**src/rtl/dicr_regs.svh**
```systemverilog
// Operation
// RQ1: Special-function bits occupy input word bits 0-15.
// RQ2: Level of input n sits at bit 15+n.
// RQ3: Output two level driven from output bit 17.
// RQ4: Bit 16 always shows input one status.
// RQ5: Sample every millisecond, drop shorter pulses.
// RQ6: Bits 0,1,2: negative limit, positive limit, home.
// RQ7: Special-enable gates special bits, not level bits.
// RQ8: Invert bit selects normally closed logic.
// RQ9: Force-enable replaces the sampled input value.
// RQ10: Forced value comes from matching force-value bit.
// RQ11: Raw word shows unmodified sampled levels.
// RQ12: Threshold select: 0 is 5 V, 1 is 24 V.
// RQ13: Writing 1 to routing enable starts routing.
// RQ14: Routing ignores enable, invert and force settings.
// RQ15: Routing start loads table mimicking prior behaviour.
// RQ16: Input word bit n uses table entry n.
// RQ17: Decode source codes for inputs, sensors, USB.
// RQ18: Code bit 7 inverts the selected source.
// RQ19: Software should not toggle routing mode repeatedly.
// RQ20: Output routing codes are out of scope here.
// RQ21: Invert first, force second, then derive bits.
// RQ22: Missing inputs or sensors read as zero.
`ifndef DICR_REGS_SVH
`define DICR_REGS_SVH

// Register byte offsets on the register bus.
`define DICR_OFS_SFE 8'h00
`define DICR_OFS_INV 8'h04
`define DICR_OFS_FEN 8'h08
`define DICR_OFS_FVAL 8'h0C
`define DICR_OFS_RAW 8'h10
`define DICR_OFS_THR 8'h14
`define DICR_OFS_REN 8'h18
`define DICR_OFS_SUM 8'h1C
`define DICR_OFS_OCW 8'h20
`define DICR_OFS_TABLE 8'h80

// Field positions inside the input word.
`define DICR_BIT_NEG_LIMIT 0
`define DICR_BIT_POS_LIMIT 1
`define DICR_BIT_HOME 2
`define DICR_LEVEL_BASE 16
`define DICR_NUM_SPECIAL 3

// Routing source codes.
`define DICR_SRC_PHYS_MAX 7'h10
`define DICR_SRC_HALL_U 7'h41
`define DICR_SRC_HALL_V 7'h42
`define DICR_SRC_HALL_W 7'h43
`define DICR_SRC_ENC_A 7'h44
`define DICR_SRC_ENC_B 7'h45
`define DICR_SRC_ENC_IDX 7'h46
`define DICR_SRC_USB 7'h47

// Reset values.
`define DICR_RST_WORD 32'h00000000
`define DICR_RST_ENTRY 8'h00

// Sampling period and clock rate.
`define DICR_TICK_US 1000
`define DICR_CLK_MHZ 100
`define DICR_TICK_CYCLES (`DICR_TICK_US * `DICR_CLK_MHZ)

// AXI responses.
`define DICR_RESP_OKAY 2'b00
`define DICR_RESP_DECERR 2'b11

`endif

```
**src/rtl/dicr_pkg.sv**
```systemverilog
package dicr_pkg;

   // Software configuration of the input path.
   typedef struct packed {
      logic [31:0] sfe;
      logic [31:0] inv;
      logic [31:0] fen;
      logic [31:0] fval;
      logic [31:0] thr;
      logic route_en;
   } dicr_cfg_t;

   // Fast sensor signals offered to the routing table.
   typedef struct packed {
      logic usb_power;
      logic enc_index;
      logic enc_b;
      logic enc_a;
      logic hall_w;
      logic hall_v;
      logic hall_u;
   } dicr_sens_t;

endpackage : dicr_pkg

```
**src/rtl/dicr_top.sv**
```systemverilog
`include "dicr_regs.svh"

module dicr_top
   import dicr_pkg::*;
#(
   parameter int NUM_INPUTS = 5,
   parameter int NUM_OUTPUTS = 2,
   parameter int TICK_CYCLES = `DICR_TICK_CYCLES
) (
   input wire logic aclk,
   input wire logic aresetn,
   input wire logic awvalid,
   output logic awready,
   input wire logic [7:0] awaddr,
   input wire logic wvalid,
   output logic wready,
   input wire logic [31:0] wdata,
   input wire logic [3:0] wstrb,
   output logic bvalid,
   input wire logic bready,
   output logic [1:0] bresp,
   input wire logic arvalid,
   output logic arready,
   input wire logic [7:0] araddr,
   output logic rvalid,
   input wire logic rready,
   output logic [31:0] rdata,
   output logic [1:0] rresp,
   input wire logic [NUM_INPUTS-1:0] phys_in,
   input wire dicr_sens_t sensors,
   output logic [NUM_INPUTS-1:0] threshold_24v,
   output logic limit_neg,
   output logic limit_pos,
   output logic home_switch,
   output logic [NUM_OUTPUTS-1:0] output_level
);

   localparam int TW = $clog2(TICK_CYCLES);

   // Refuse sizes the logic cannot serve.
   generate
      if (NUM_INPUTS < 3 || NUM_INPUTS > 16) begin : g_bad_inputs
         $error("NUM_INPUTS must lie between 3 and 16.");
      end
      if (NUM_OUTPUTS < 1 || NUM_OUTPUTS > 16) begin : g_bad_outputs
         $error("NUM_OUTPUTS must lie between 1 and 16.");
      end
      if (TICK_CYCLES < 2) begin : g_bad_tick
         $error("TICK_CYCLES must be at least 2.");
      end
   endgenerate

   // State of the register group.
   dicr_cfg_t cfg, next_cfg;
   logic [31:0] ocw, next_ocw;
   logic aw_full, next_aw_full;
   logic w_full, next_w_full;
   logic [7:0] aw_addr, next_aw_addr;
   logic [31:0] w_data, next_w_data;
   logic [3:0] w_strb, next_w_strb;
   logic next_awready, next_wready, next_bvalid, next_arready;
   logic next_rvalid;
   logic [1:0] next_bresp, next_rresp;
   logic [31:0] next_rdata;
   logic [NUM_OUTPUTS-1:0] next_output_level;
   logic [NUM_INPUTS-1:0] next_threshold_24v;

   // State of the sampling group.
   logic [TW-1:0] tick_cnt, next_tick_cnt;
   logic [NUM_INPUTS-1:0] raw, next_raw;
   logic [NUM_INPUTS-1:0] stable, next_stable;
   dicr_sens_t sens_q, next_sens_q;
   logic [31:0] in_word, next_in_word;
   logic next_limit_neg, next_limit_pos, next_home_switch;

   // Routing table, one source code per input word bit.
   logic [7:0] route_tab [32];
   logic [7:0] next_route_tab [32];

   // Combinational helpers.
   logic [NUM_INPUTS-1:0] proc_in;
   logic [31:0] normal_word;
   logic [31:0] routed_word;
   logic [7:0] init_tab [32];
   logic [15:0] phys16;

   // Merges a written word into a register under the byte strobes.
   function automatic logic [31:0] dicr_merge(input logic [31:0] old,
         input logic [31:0] data, input logic [3:0] strb);
      logic [31:0] res;
      res = old;
      for (int b = 0; b < 4; b++) begin
         if (strb[b]) begin
            res[b*8 +: 8] = data[b*8 +: 8];
         end
      end
      return res;
   endfunction : dicr_merge

   // Resolves one routing source code to a signal level.
   function automatic logic dicr_route_bit(input logic [7:0] code,
         input logic [15:0] phys, input dicr_sens_t s);
      logic base;
      logic ok;
      logic [3:0] idx;
      base = 1'b0;
      ok = 1'b1;
      idx = 4'(code[6:0] - 7'h01);
      if (code[6:0] == 7'h00) begin
         base = 1'b0;
      end else if (code[6:0] <= `DICR_SRC_PHYS_MAX) begin
         base = phys[idx]; // RQ17
         ok = (32'(idx) < NUM_INPUTS); // RQ22
      end else begin
         case (code[6:0])
            `DICR_SRC_HALL_U: base = s.hall_u;
            `DICR_SRC_HALL_V: base = s.hall_v;
            `DICR_SRC_HALL_W: base = s.hall_w;
            `DICR_SRC_ENC_A: base = s.enc_a;
            `DICR_SRC_ENC_B: base = s.enc_b;
            `DICR_SRC_ENC_IDX: base = s.enc_index;
            `DICR_SRC_USB: base = s.usb_power;
            default: ok = 1'b0; // RQ22
         endcase
      end
      return ok & (base ^ code[7]); // RQ18
   endfunction : dicr_route_bit

   // Inversion then forcing, then normal placement of each input.
   assign phys16 = 16'(stable);
   generate
      for (genvar n = 0; n < 32; n++) begin : g_bit
         if (n < NUM_INPUTS) begin : g_in
            assign proc_in[n] = cfg.fen[n] ? cfg.fval[n] // RQ9 RQ10 RQ21
                                : (stable[n] ^ cfg.inv[n]); // RQ8
         end
         if (n < `DICR_NUM_SPECIAL) begin : g_special
            assign normal_word[n] = proc_in[n] & cfg.sfe[n]; // RQ1 RQ6 RQ7
            assign init_tab[n] = cfg.sfe[n] ? init_tab[n+16]
                                 : `DICR_RST_ENTRY; // RQ15
         end else if (n < `DICR_LEVEL_BASE) begin : g_spare
            assign normal_word[n] = 1'b0;
            assign init_tab[n] = `DICR_RST_ENTRY;
         end else if (n - `DICR_LEVEL_BASE < NUM_INPUTS) begin : g_level
            assign normal_word[n] = proc_in[n-16]; // RQ2 RQ4
            assign init_tab[n] = cfg.fen[n-16]
                  ? {cfg.fval[n-16], 7'h00}
                  : {cfg.inv[n-16], 7'(n-15)}; // RQ15
         end else begin : g_none
            assign normal_word[n] = 1'b0;
            assign init_tab[n] = `DICR_RST_ENTRY;
         end
         assign routed_word[n] =
               dicr_route_bit(route_tab[n], phys16, sens_q); // RQ16
      end
   endgenerate

   // Next values of the sampling group.
   always_comb begin
      next_tick_cnt = tick_cnt + 1'b1;
      next_raw = raw;
      next_stable = stable;
      next_sens_q = sensors;
      if (tick_cnt == TW'(TICK_CYCLES - 1)) begin
         next_tick_cnt = '0;
         next_raw = phys_in; // RQ5 RQ11
         for (int i = 0; i < NUM_INPUTS; i++) begin
            if (phys_in[i] == raw[i]) begin
               next_stable[i] = phys_in[i]; // RQ5
            end
         end
      end
      next_in_word = cfg.route_en ? routed_word // RQ14
                     : normal_word;
      next_limit_neg = in_word[`DICR_BIT_NEG_LIMIT]; // RQ6
      next_limit_pos = in_word[`DICR_BIT_POS_LIMIT]; // RQ6
      next_home_switch = in_word[`DICR_BIT_HOME]; // RQ6
   end

   // Registers of the sampling group.
   always_ff @(posedge aclk) begin
      if (!aresetn) begin
         tick_cnt <= '0;
         raw <= '0;
         stable <= '0;
         sens_q <= '0;
         in_word <= `DICR_RST_WORD;
         limit_neg <= 1'b0;
         limit_pos <= 1'b0;
         home_switch <= 1'b0;
      end else begin
         tick_cnt <= next_tick_cnt;
         raw <= next_raw;
         stable <= next_stable;
         sens_q <= next_sens_q;
         in_word <= next_in_word;
         limit_neg <= next_limit_neg;
         limit_pos <= next_limit_pos;
         home_switch <= next_home_switch;
      end
   end

   // Next values of the bus slave, the registers and the table.
   always_comb begin
      next_cfg = cfg;
      next_ocw = ocw;
      next_aw_full = aw_full;
      next_w_full = w_full;
      next_aw_addr = aw_addr;
      next_w_data = w_data;
      next_w_strb = w_strb;
      next_bvalid = bvalid;
      next_bresp = bresp;
      next_rvalid = rvalid;
      next_rresp = rresp;
      next_rdata = rdata;
      for (int i = 0; i < 32; i++) begin
         next_route_tab[i] = route_tab[i];
      end
      // Capture address and data in either order.
      if (awvalid && awready) begin
         next_aw_full = 1'b1;
         next_aw_addr = awaddr;
      end
      if (wvalid && wready) begin
         next_w_full = 1'b1;
         next_w_data = wdata;
         next_w_strb = wstrb;
      end
      if (bvalid && bready) begin
         next_bvalid = 1'b0;
      end
      // Perform the write once both halves are held.
      if (aw_full && w_full && !bvalid) begin
         next_aw_full = 1'b0;
         next_w_full = 1'b0;
         next_bvalid = 1'b1;
         next_bresp = `DICR_RESP_OKAY;
         if (aw_addr[7]) begin
            if (w_strb[0]) begin
               next_route_tab[aw_addr[6:2]] = w_data[7:0];
            end
         end else begin
            case ({aw_addr[7:2], 2'b00})
               `DICR_OFS_SFE:
                  next_cfg.sfe = dicr_merge(cfg.sfe, w_data, w_strb);
               `DICR_OFS_INV:
                  next_cfg.inv = dicr_merge(cfg.inv, w_data, w_strb);
               `DICR_OFS_FEN:
                  next_cfg.fen = dicr_merge(cfg.fen, w_data, w_strb);
               `DICR_OFS_FVAL:
                  next_cfg.fval = dicr_merge(cfg.fval, w_data, w_strb);
               `DICR_OFS_THR:
                  next_cfg.thr = dicr_merge(cfg.thr, w_data, w_strb);
               `DICR_OFS_OCW:
                  next_ocw = dicr_merge(ocw, w_data, w_strb);
               `DICR_OFS_REN: begin
                  if (w_strb[0]) begin
                     next_cfg.route_en = w_data[0]; // RQ13
                     if (w_data[0] && !cfg.route_en) begin
                        for (int i = 0; i < 32; i++) begin
                           next_route_tab[i] = init_tab[i]; // RQ15
                        end
                     end
                  end
               end
               `DICR_OFS_RAW, `DICR_OFS_SUM: ;
               default: next_bresp = `DICR_RESP_DECERR;
            endcase
         end
      end
      // Answer a read one cycle after its address is taken.
      if (rvalid && rready) begin
         next_rvalid = 1'b0;
      end
      if (arvalid && arready) begin
         next_rvalid = 1'b1;
         next_rresp = `DICR_RESP_OKAY;
         next_rdata = '0;
         if (araddr[7]) begin
            next_rdata = {24'h000000, route_tab[araddr[6:2]]};
         end else begin
            case ({araddr[7:2], 2'b00})
               `DICR_OFS_SFE: next_rdata = cfg.sfe;
               `DICR_OFS_INV: next_rdata = cfg.inv;
               `DICR_OFS_FEN: next_rdata = cfg.fen;
               `DICR_OFS_FVAL: next_rdata = cfg.fval;
               `DICR_OFS_RAW: next_rdata = 32'(raw); // RQ11
               `DICR_OFS_THR: next_rdata = cfg.thr;
               `DICR_OFS_REN: next_rdata = {31'h00000000, cfg.route_en};
               `DICR_OFS_SUM: next_rdata = in_word;
               `DICR_OFS_OCW: next_rdata = ocw;
               default: next_rresp = `DICR_RESP_DECERR;
            endcase
         end
      end
      next_awready = !next_aw_full;
      next_wready = !next_w_full;
      next_arready = !next_rvalid;
      next_threshold_24v = next_cfg.thr[NUM_INPUTS-1:0]; // RQ12
      next_output_level =
            next_ocw[`DICR_LEVEL_BASE +: NUM_OUTPUTS]; // RQ3 RQ20
   end

   // Registers of the bus slave group.
   always_ff @(posedge aclk) begin
      if (!aresetn) begin
         cfg <= '0;
         ocw <= `DICR_RST_WORD;
         aw_full <= 1'b0;
         w_full <= 1'b0;
         aw_addr <= 8'h00;
         w_data <= 32'h00000000;
         w_strb <= 4'h0;
         awready <= 1'b0;
         wready <= 1'b0;
         arready <= 1'b0;
         bvalid <= 1'b0;
         bresp <= 2'b00;
         rvalid <= 1'b0;
         rresp <= 2'b00;
         rdata <= 32'h00000000;
         threshold_24v <= '0;
         output_level <= '0;
      end else begin
         cfg <= next_cfg;
         ocw <= next_ocw;
         aw_full <= next_aw_full;
         w_full <= next_w_full;
         aw_addr <= next_aw_addr;
         w_data <= next_w_data;
         w_strb <= next_w_strb;
         awready <= next_awready;
         wready <= next_wready;
         arready <= next_arready;
         bvalid <= next_bvalid;
         bresp <= next_bresp;
         rvalid <= next_rvalid;
         rresp <= next_rresp;
         rdata <= next_rdata;
         threshold_24v <= next_threshold_24v;
         output_level <= next_output_level;
      end
   end

   // Routing table storage.
   always_ff @(posedge aclk) begin
      for (int i = 0; i < 32; i++) begin
         if (!aresetn) begin
            route_tab[i] <= `DICR_RST_ENTRY;
         end else begin
            route_tab[i] <= next_route_tab[i];
         end
      end
   end

endmodule : dicr_top

```
**config.mk**
```make
export PLATFORM = sky130hd
export DESIGN_NAME = dicr_top
export DESIGN_NICKNAME = d
export VERILOG_FILES = /design/src/rtl/dicr_pkg.sv /design/src/rtl/dicr_top.sv
export VERILOG_INCLUDE_DIRS = /design/src /design/src/rtl
export SDC_FILE = /design/constraint.sdc
export NUM_CORES = 2
export LEC_CHECK = 0
export BUFFER_PORTS_ARGS = -buffer_cell sky130_fd_sc_hd__buf_2
export CAP_MARGIN = 20
export CORE_ASPECT_RATIO = 1.2
export CORE_MARGIN = 4
export CORE_UTILIZATION = 60
export DETAILED_ROUTE_END_ITERATION = 8
export PLACE_DENSITY = 0.85
export SYNTH_ARGS = -nofsm -noshare
export SYNTH_HDL_FRONTEND = slang
export SYNTH_SLANG_ARGS = --single-unit
```
**constraint.sdc**
```tcl
create_clock -name aclk -period 3.2 [get_ports aclk]
set_input_delay 0.48 -clock aclk [delete_from_list [all_inputs] [get_ports aclk]]
set_output_delay 0.48 -clock aclk [all_outputs]
set_load 0.01 [all_outputs]
```
; After elaboration in Yosys (flattened, before gate mapping)
; Memories as Yosys holds them, arrays and structs flattened.
; Cells that the tools add are included.
[word_totals]
word_cells = 986
regBits = 349
ram_bits = 256
output_inout_bits = 51
memories = 1
[classes]
add_sub_neg = 33
muxes = 327
n_eq_ne = 246
bitwise = 107
n_reduce_logical = 115
magnitude_cmp = 98
[mem_list]
columns = name, depth, width, rd, rd_clocked_by_memory_dff, wr, line_no
row1 = route_tab, 32, 8, 33, 0, 32, dicr_top.sv:77  ; logic [7:0] route_tab [32];
[ops]
columns = op, n
row1 = $eq A7 B7 Y1 const B, 224
row2 = $mux W256, 6
row3 = $mux W8, 41
row4 = $pmux W32 S9, 1
row5 = $bwmux W256, 1
row6 = $le A7 B5 Y1 const B, 32
row7 = $logic_not A7 Y1, 32
row8 = $pmux W1 S7, 32
row9 = $reduce_or A7 Y1, 32
row10 = $mux W1, 207
row11 = $lt A4 B5 Y1 const B, 32
row12 = $bmux W1 S4, 32
row13 = $lt A4 B3 Y1 const B, 32
row14 = $sub A4 B1 Y4 const B, 32
row15 = $reduce_and A4 Y1, 25
row16 = $eq A6 B3 Y1 const B, 8
row17 = $demux W8 S5, 1
row18 = $xor A1 B1 Y1, 37
row19 = $and A1 B1 Y1, 35
row20 = $mux W32, 1
row21 = $or A1 B1 Y1, 32
row22 = $eq A6 B2 Y1 const B, 4
row23 = $mux W21, 1
row24 = $reduce_or A9 Y1, 2
row25 = other kinds (16), 44

; Longest topological paths before layout
[depth]
depth_word = 10
mapped_depth = 10

; Least setup slack after synthesis
; No wires, ideal clock.
[synth_path]
path_type = register -> register
startpoint = memory route_tab[21][0]
endpoint = register in_word[21]
t_arrival_ps = 2353
period_less_slack_ps = 2428
n_path_buf = 1
setup_ps = 74
path_stages_with_launch = 9
path_slack_ps = 772
cell_sequence = dfxtp_1 buf_2 inv_1 ha_1 or3b_1 a211o_1 o32a_1 or4_1 a31oi_1
[synth_lines]
columns = element, line_no
row1 = start: declaration, dicr_top.sv:77
row2 = end signal: assignment, dicr_top.sv:187  ; in_word <= `DICR_RST_WORD;
row3 = end signal: assignment, dicr_top.sv:196  ; in_word <= next_in_word;
row4 = end: declaration, dicr_top.sv:73  ; logic [31:0] in_word, next_in_word;

; Final worst setup path
[layout_path]
startpoint = register stable[2]
endpoint = register in_word[31]
[layout_between]
elab_chain_len = 6
[layout_lines]
columns = element, line_no
row1 = start: declaration, dicr_top.sv:71  ; logic [NUM_INPUTS-1:0] stable, next_stable;
row2 = start signal: assignment, dicr_top.sv:194  ; stable <= next_stable;
row3 = $bmux W1 S4, dicr_top.sv:112  ; base = phys[idx];
row4 = $mux W1 (not written as such), dicr_top.sv:112
row5 = $mux W1, dicr_top.sv:111  ; end else if (code[6:0] <= `DICR_SRC_PHYS_MAX) begin
row6 = $mux W1, dicr_top.sv:109  ; if (code[6:0] == 7'h00) begin
row7 = $xor A1 B1 Y1, dicr_top.sv:126  ; return ok & (base ^ code[7]);
row8 = $and A1 B1 Y1, dicr_top.sv:126
; No other way between the ends. The select of a mux whose other input is x is not followed.
; A chain may end at the register's enable or synchronous reset.

==> metrics <==
max cap viols 0; register area 0.01204 mm²; Setup TNS 0 ns; fin. max-slew vios 0; Syn-to-layout area delta 9.961%; Iteration-0 DRC Markers 4,880; CTS Sinks 601; Yosys warning count 0; hold_buf cts 0; GP Congestion slightly above 1; Worst Tran Pin Value about 1.1 ns; GRT Resource Usage Total 36.76%; vias in the first global route about 32,000; Yosys reg bits around 600; WS Path Type flip-flop to flip-flop; drt wl/cell 24.19 µm; Starting Density 60.63%; Max Clock Skew 0.02268 ns; TritonCTS Buffers 58; antenna violations before repair 4; Clock Tree Buf Depth 3; DRT Wirelength around 120,000 µm; worst ir drop on vdd 462.2 µV; # DRC 5; Synth area leader dfxtp_1; failing checks DRC; die area a little over 0.06 mm²; nets between 4,000 and 5,000; Post-Synth XOR/XNOR Area about 1.6%; first-pass GRT wire length ~180,000 µm; RSZ-0062 raised after global routing false; largest net degree at the start of global routing between 150 and 200; Core Rows 95; post-route ant nets 0; clock root buffer master clkbuf_16; Syn Std Cell Area 0.03402 mm²; largest family of logic cells by synthesized area compound AO/OA/AOI/OAI gates; later-pin clock latency in the skew report approximately 0.66 ns; final setup vio count 0; CTS tree built; I/O Buffers 117; share of cells above drive strength 1 between 10% and 20%; H-tree levels 2; Hold/Removal Path Class input pin to flip-flop; top-area cell type share of the netlist area roughly 35%; Leak 12.98 nW; area share of fa/ha/maj cells after synthesis 5.922%; status finished, violations left; asr flop ratio synth 0%; Detail Placement HPWL 77,660 µm; Pwr Total about 16 mW; Synth Area in Compound Gates 22.98%; crit path DAT 3.37 ns; Mean Syn Cell Area 8.358 µm²; CP Data Required Time about 3.7 ns; Post-Place Setup Slack 0.2962 ns; period utilisation layout 90.15%; Post-Synthesis Cells 4,070; Yosys cell types 79; fmax 346.6 MHz; drt pass-1 iters 9; clock-pin transition on the worst setup and hold timing paths 0.07 ns; number of flops mapped to enable cells by yosys 0; Fin. Hold Viols 0; fillers around 4,400; vias per inst between 7 and 8; Post-Synth Simple-Gate Area 20.45%; via count 33,803; multi-input logic area 0.02026 mm²; crit path time final 2.885 ns; Net Count, Synth ~4,300; Crit Path Max Fanout 27; Die X between 200 and 250 µm; crit path capture type flip-flop; Placed Cells about 4,700; post-synthesis mux area share 8.475%; final cell count without fillers 4,825; Final Worst Setup Slack ~0.32 ns; sequential area share after synthesis 35.37%; final instance area ~0.037 mm²; dpl cell area 0.03529 mm²; core area roughly 0.056 mm²; Die Height 268.8 µm; crit start category flip-flop; I/O Pins 122; Rel. slew slack 26.56%; Synth Flop Type dfxtp_1; power per cell area about 430 mW/mm²; Remaining Overflow, GRT 0; Synth area leaders dfxtp_1, mux4_2, a22oi_1; Post-CTS Setup Bufs 0; worst hold slack about 0.025 ns; post_cts resized 0; post-layout util about two thirds; Reg2Reg Setup Slack about 0.32 ns
power by group:
group          switching, mW  internal, mW  total, mW
combinational          0.471         0.190      0.661
sequential             0.129          7.52       7.65
clock                   3.20          4.43       7.63
total                   3.80          12.1       15.9
cell usage after synthesis, types with 9 or more instances:
| master | number |
|---|---|
| mux4_2 | 106 |
| nand2b_1 | 37 |
| a211o_1 | 21 |
| buf_2 | 29 |
| o21bai_1 | 29 |
| a31oi_1 | 53 |
| buf_1 | 19 |
| dfxtp_1 | 601 |
| nor2_1 | 423 |
| xor2_1 | 23 |
| nand3_1 | 275 |
| nor4b_1 | 14 |
| buf_4 | 15 |
| xnor2_1 | 41 |
| a21oi_1 | 372 |
| nor2b_1 | 31 |
| o22ai_1 | 14 |
| a32oi_1 | 12 |
| o21ai_0 | 109 |
| o211ai_1 | 9 |
| o2111ai_1 | 11 |
| or3_1 | 10 |
| clkbuf_1 | 253 |
| a22oi_1 | 299 |
| a222oi_1 | 89 |
| o21a_1 | 9 |
| nor3_1 | 74 |
| o221ai_1 | 12 |
| a21o_1 | 18 |
| nand4_1 | 25 |
| and3_1 | 27 |
| nor4_1 | 23 |
| a211oi_1 | 21 |
| ha_1 | 161 |
| mux2i_1 | 33 |
| or2_2 | 14 |
| mux2_2 | 10 |
| or4_1 | 11 |
| nand3b_1 | 14 |
| inv_1 | 120 |
| nand2_1 | 438 |
| and3b_1 | 10 |
| and2_1 | 32 |
worst max-delay path, cell delays in order, from the launching register on:
cell      delay (ns)
dfxtp_2         1.01
mux4_2          0.43
nand2b_1        0.06
nand2_1         0.06
a32oi_1         0.10
or4_1           0.48
a31oi_1         0.55
cells by family (layout without fill, tap and decap cells):
group	count (synthesis)	in the layout
muxes	151	151
adders and majority gates	161	161
and+or+nand+nor	1495	1495
AOI/OAI and AO/OA	1159	1159
other	0	2
buffers and inverters	439	465
xor gates and xnor gates	64	64
DFF	601	601
layout by cell type (no fill, tap or decap), drive strengths merged, types with 31 or more instances in the layout:
| cell type | netlist | layout |
|---|---|---|
| mux4 | 108 | 108 |
| nand2b | 37 | 37 |
| nor2b | 31 | 31 |
| o21ai | 113 | 113 |
| nor3 | 74 | 74 |
| inv | 121 | 123 |
| ha | 161 | 161 |
| and2 | 32 | 32 |
| a222oi | 89 | 89 |
| nand2 | 438 | 438 |
| mux2i | 33 | 33 |
| buf | 65 | 237 |
| nor2 | 424 | 424 |
| a31oi | 53 | 53 |
| nand3 | 275 | 275 |
| xnor2 | 41 | 41 |
| dfxtp | 601 | 601 |
| clkbuf | 253 | 74 |
| a21oi | 372 | 372 |
| a22oi | 299 | 299 |
per-layer routing:
metal	routed length [µm]	global-route usage [%]	vias to the layer above
met5	27	0	-
met4	10300	26.89	4
met3	13810	7.981	663
met2	51400	57.55	2444
met1	41180	44.84	15711
li1	-	-	14981
final cells by class:
class / instances / area share, %
inverter: 121 / 1.234
tap: 727 / 2.432
antenna: 2 / 0.01338
clock inverter: 33 / 1.382
multi-input combinational: 3030 / 54.17
clock buffer: 74 / 4.255
timing repair buffer: 237 / 4.315
sequential: 601 / 32.20
registers in the layout (all words and copies together) (netlist names), 4 cells and up:
signal / flops
stable: 5
tick_cnt: 17
rdata: 32
aw_addr: 6
ocw: 32
w_data: 32
in_word: 32
w_strb: 4
raw: 5
route_tab: 256
cfg: 161
sens_q: 7
worst paths after layout:
path                            startpoint          end  cells past startpoint
worst max-delay path             stable[2]  in_word[31]                      6
worst min register to register    cfg[157]     cfg[157]                      2
worst max register to register   stable[2]  in_word[31]                      6
worst min-delay path            sensors[5]    sens_q[5]                      2
Power figures use the tool's default switching activity.
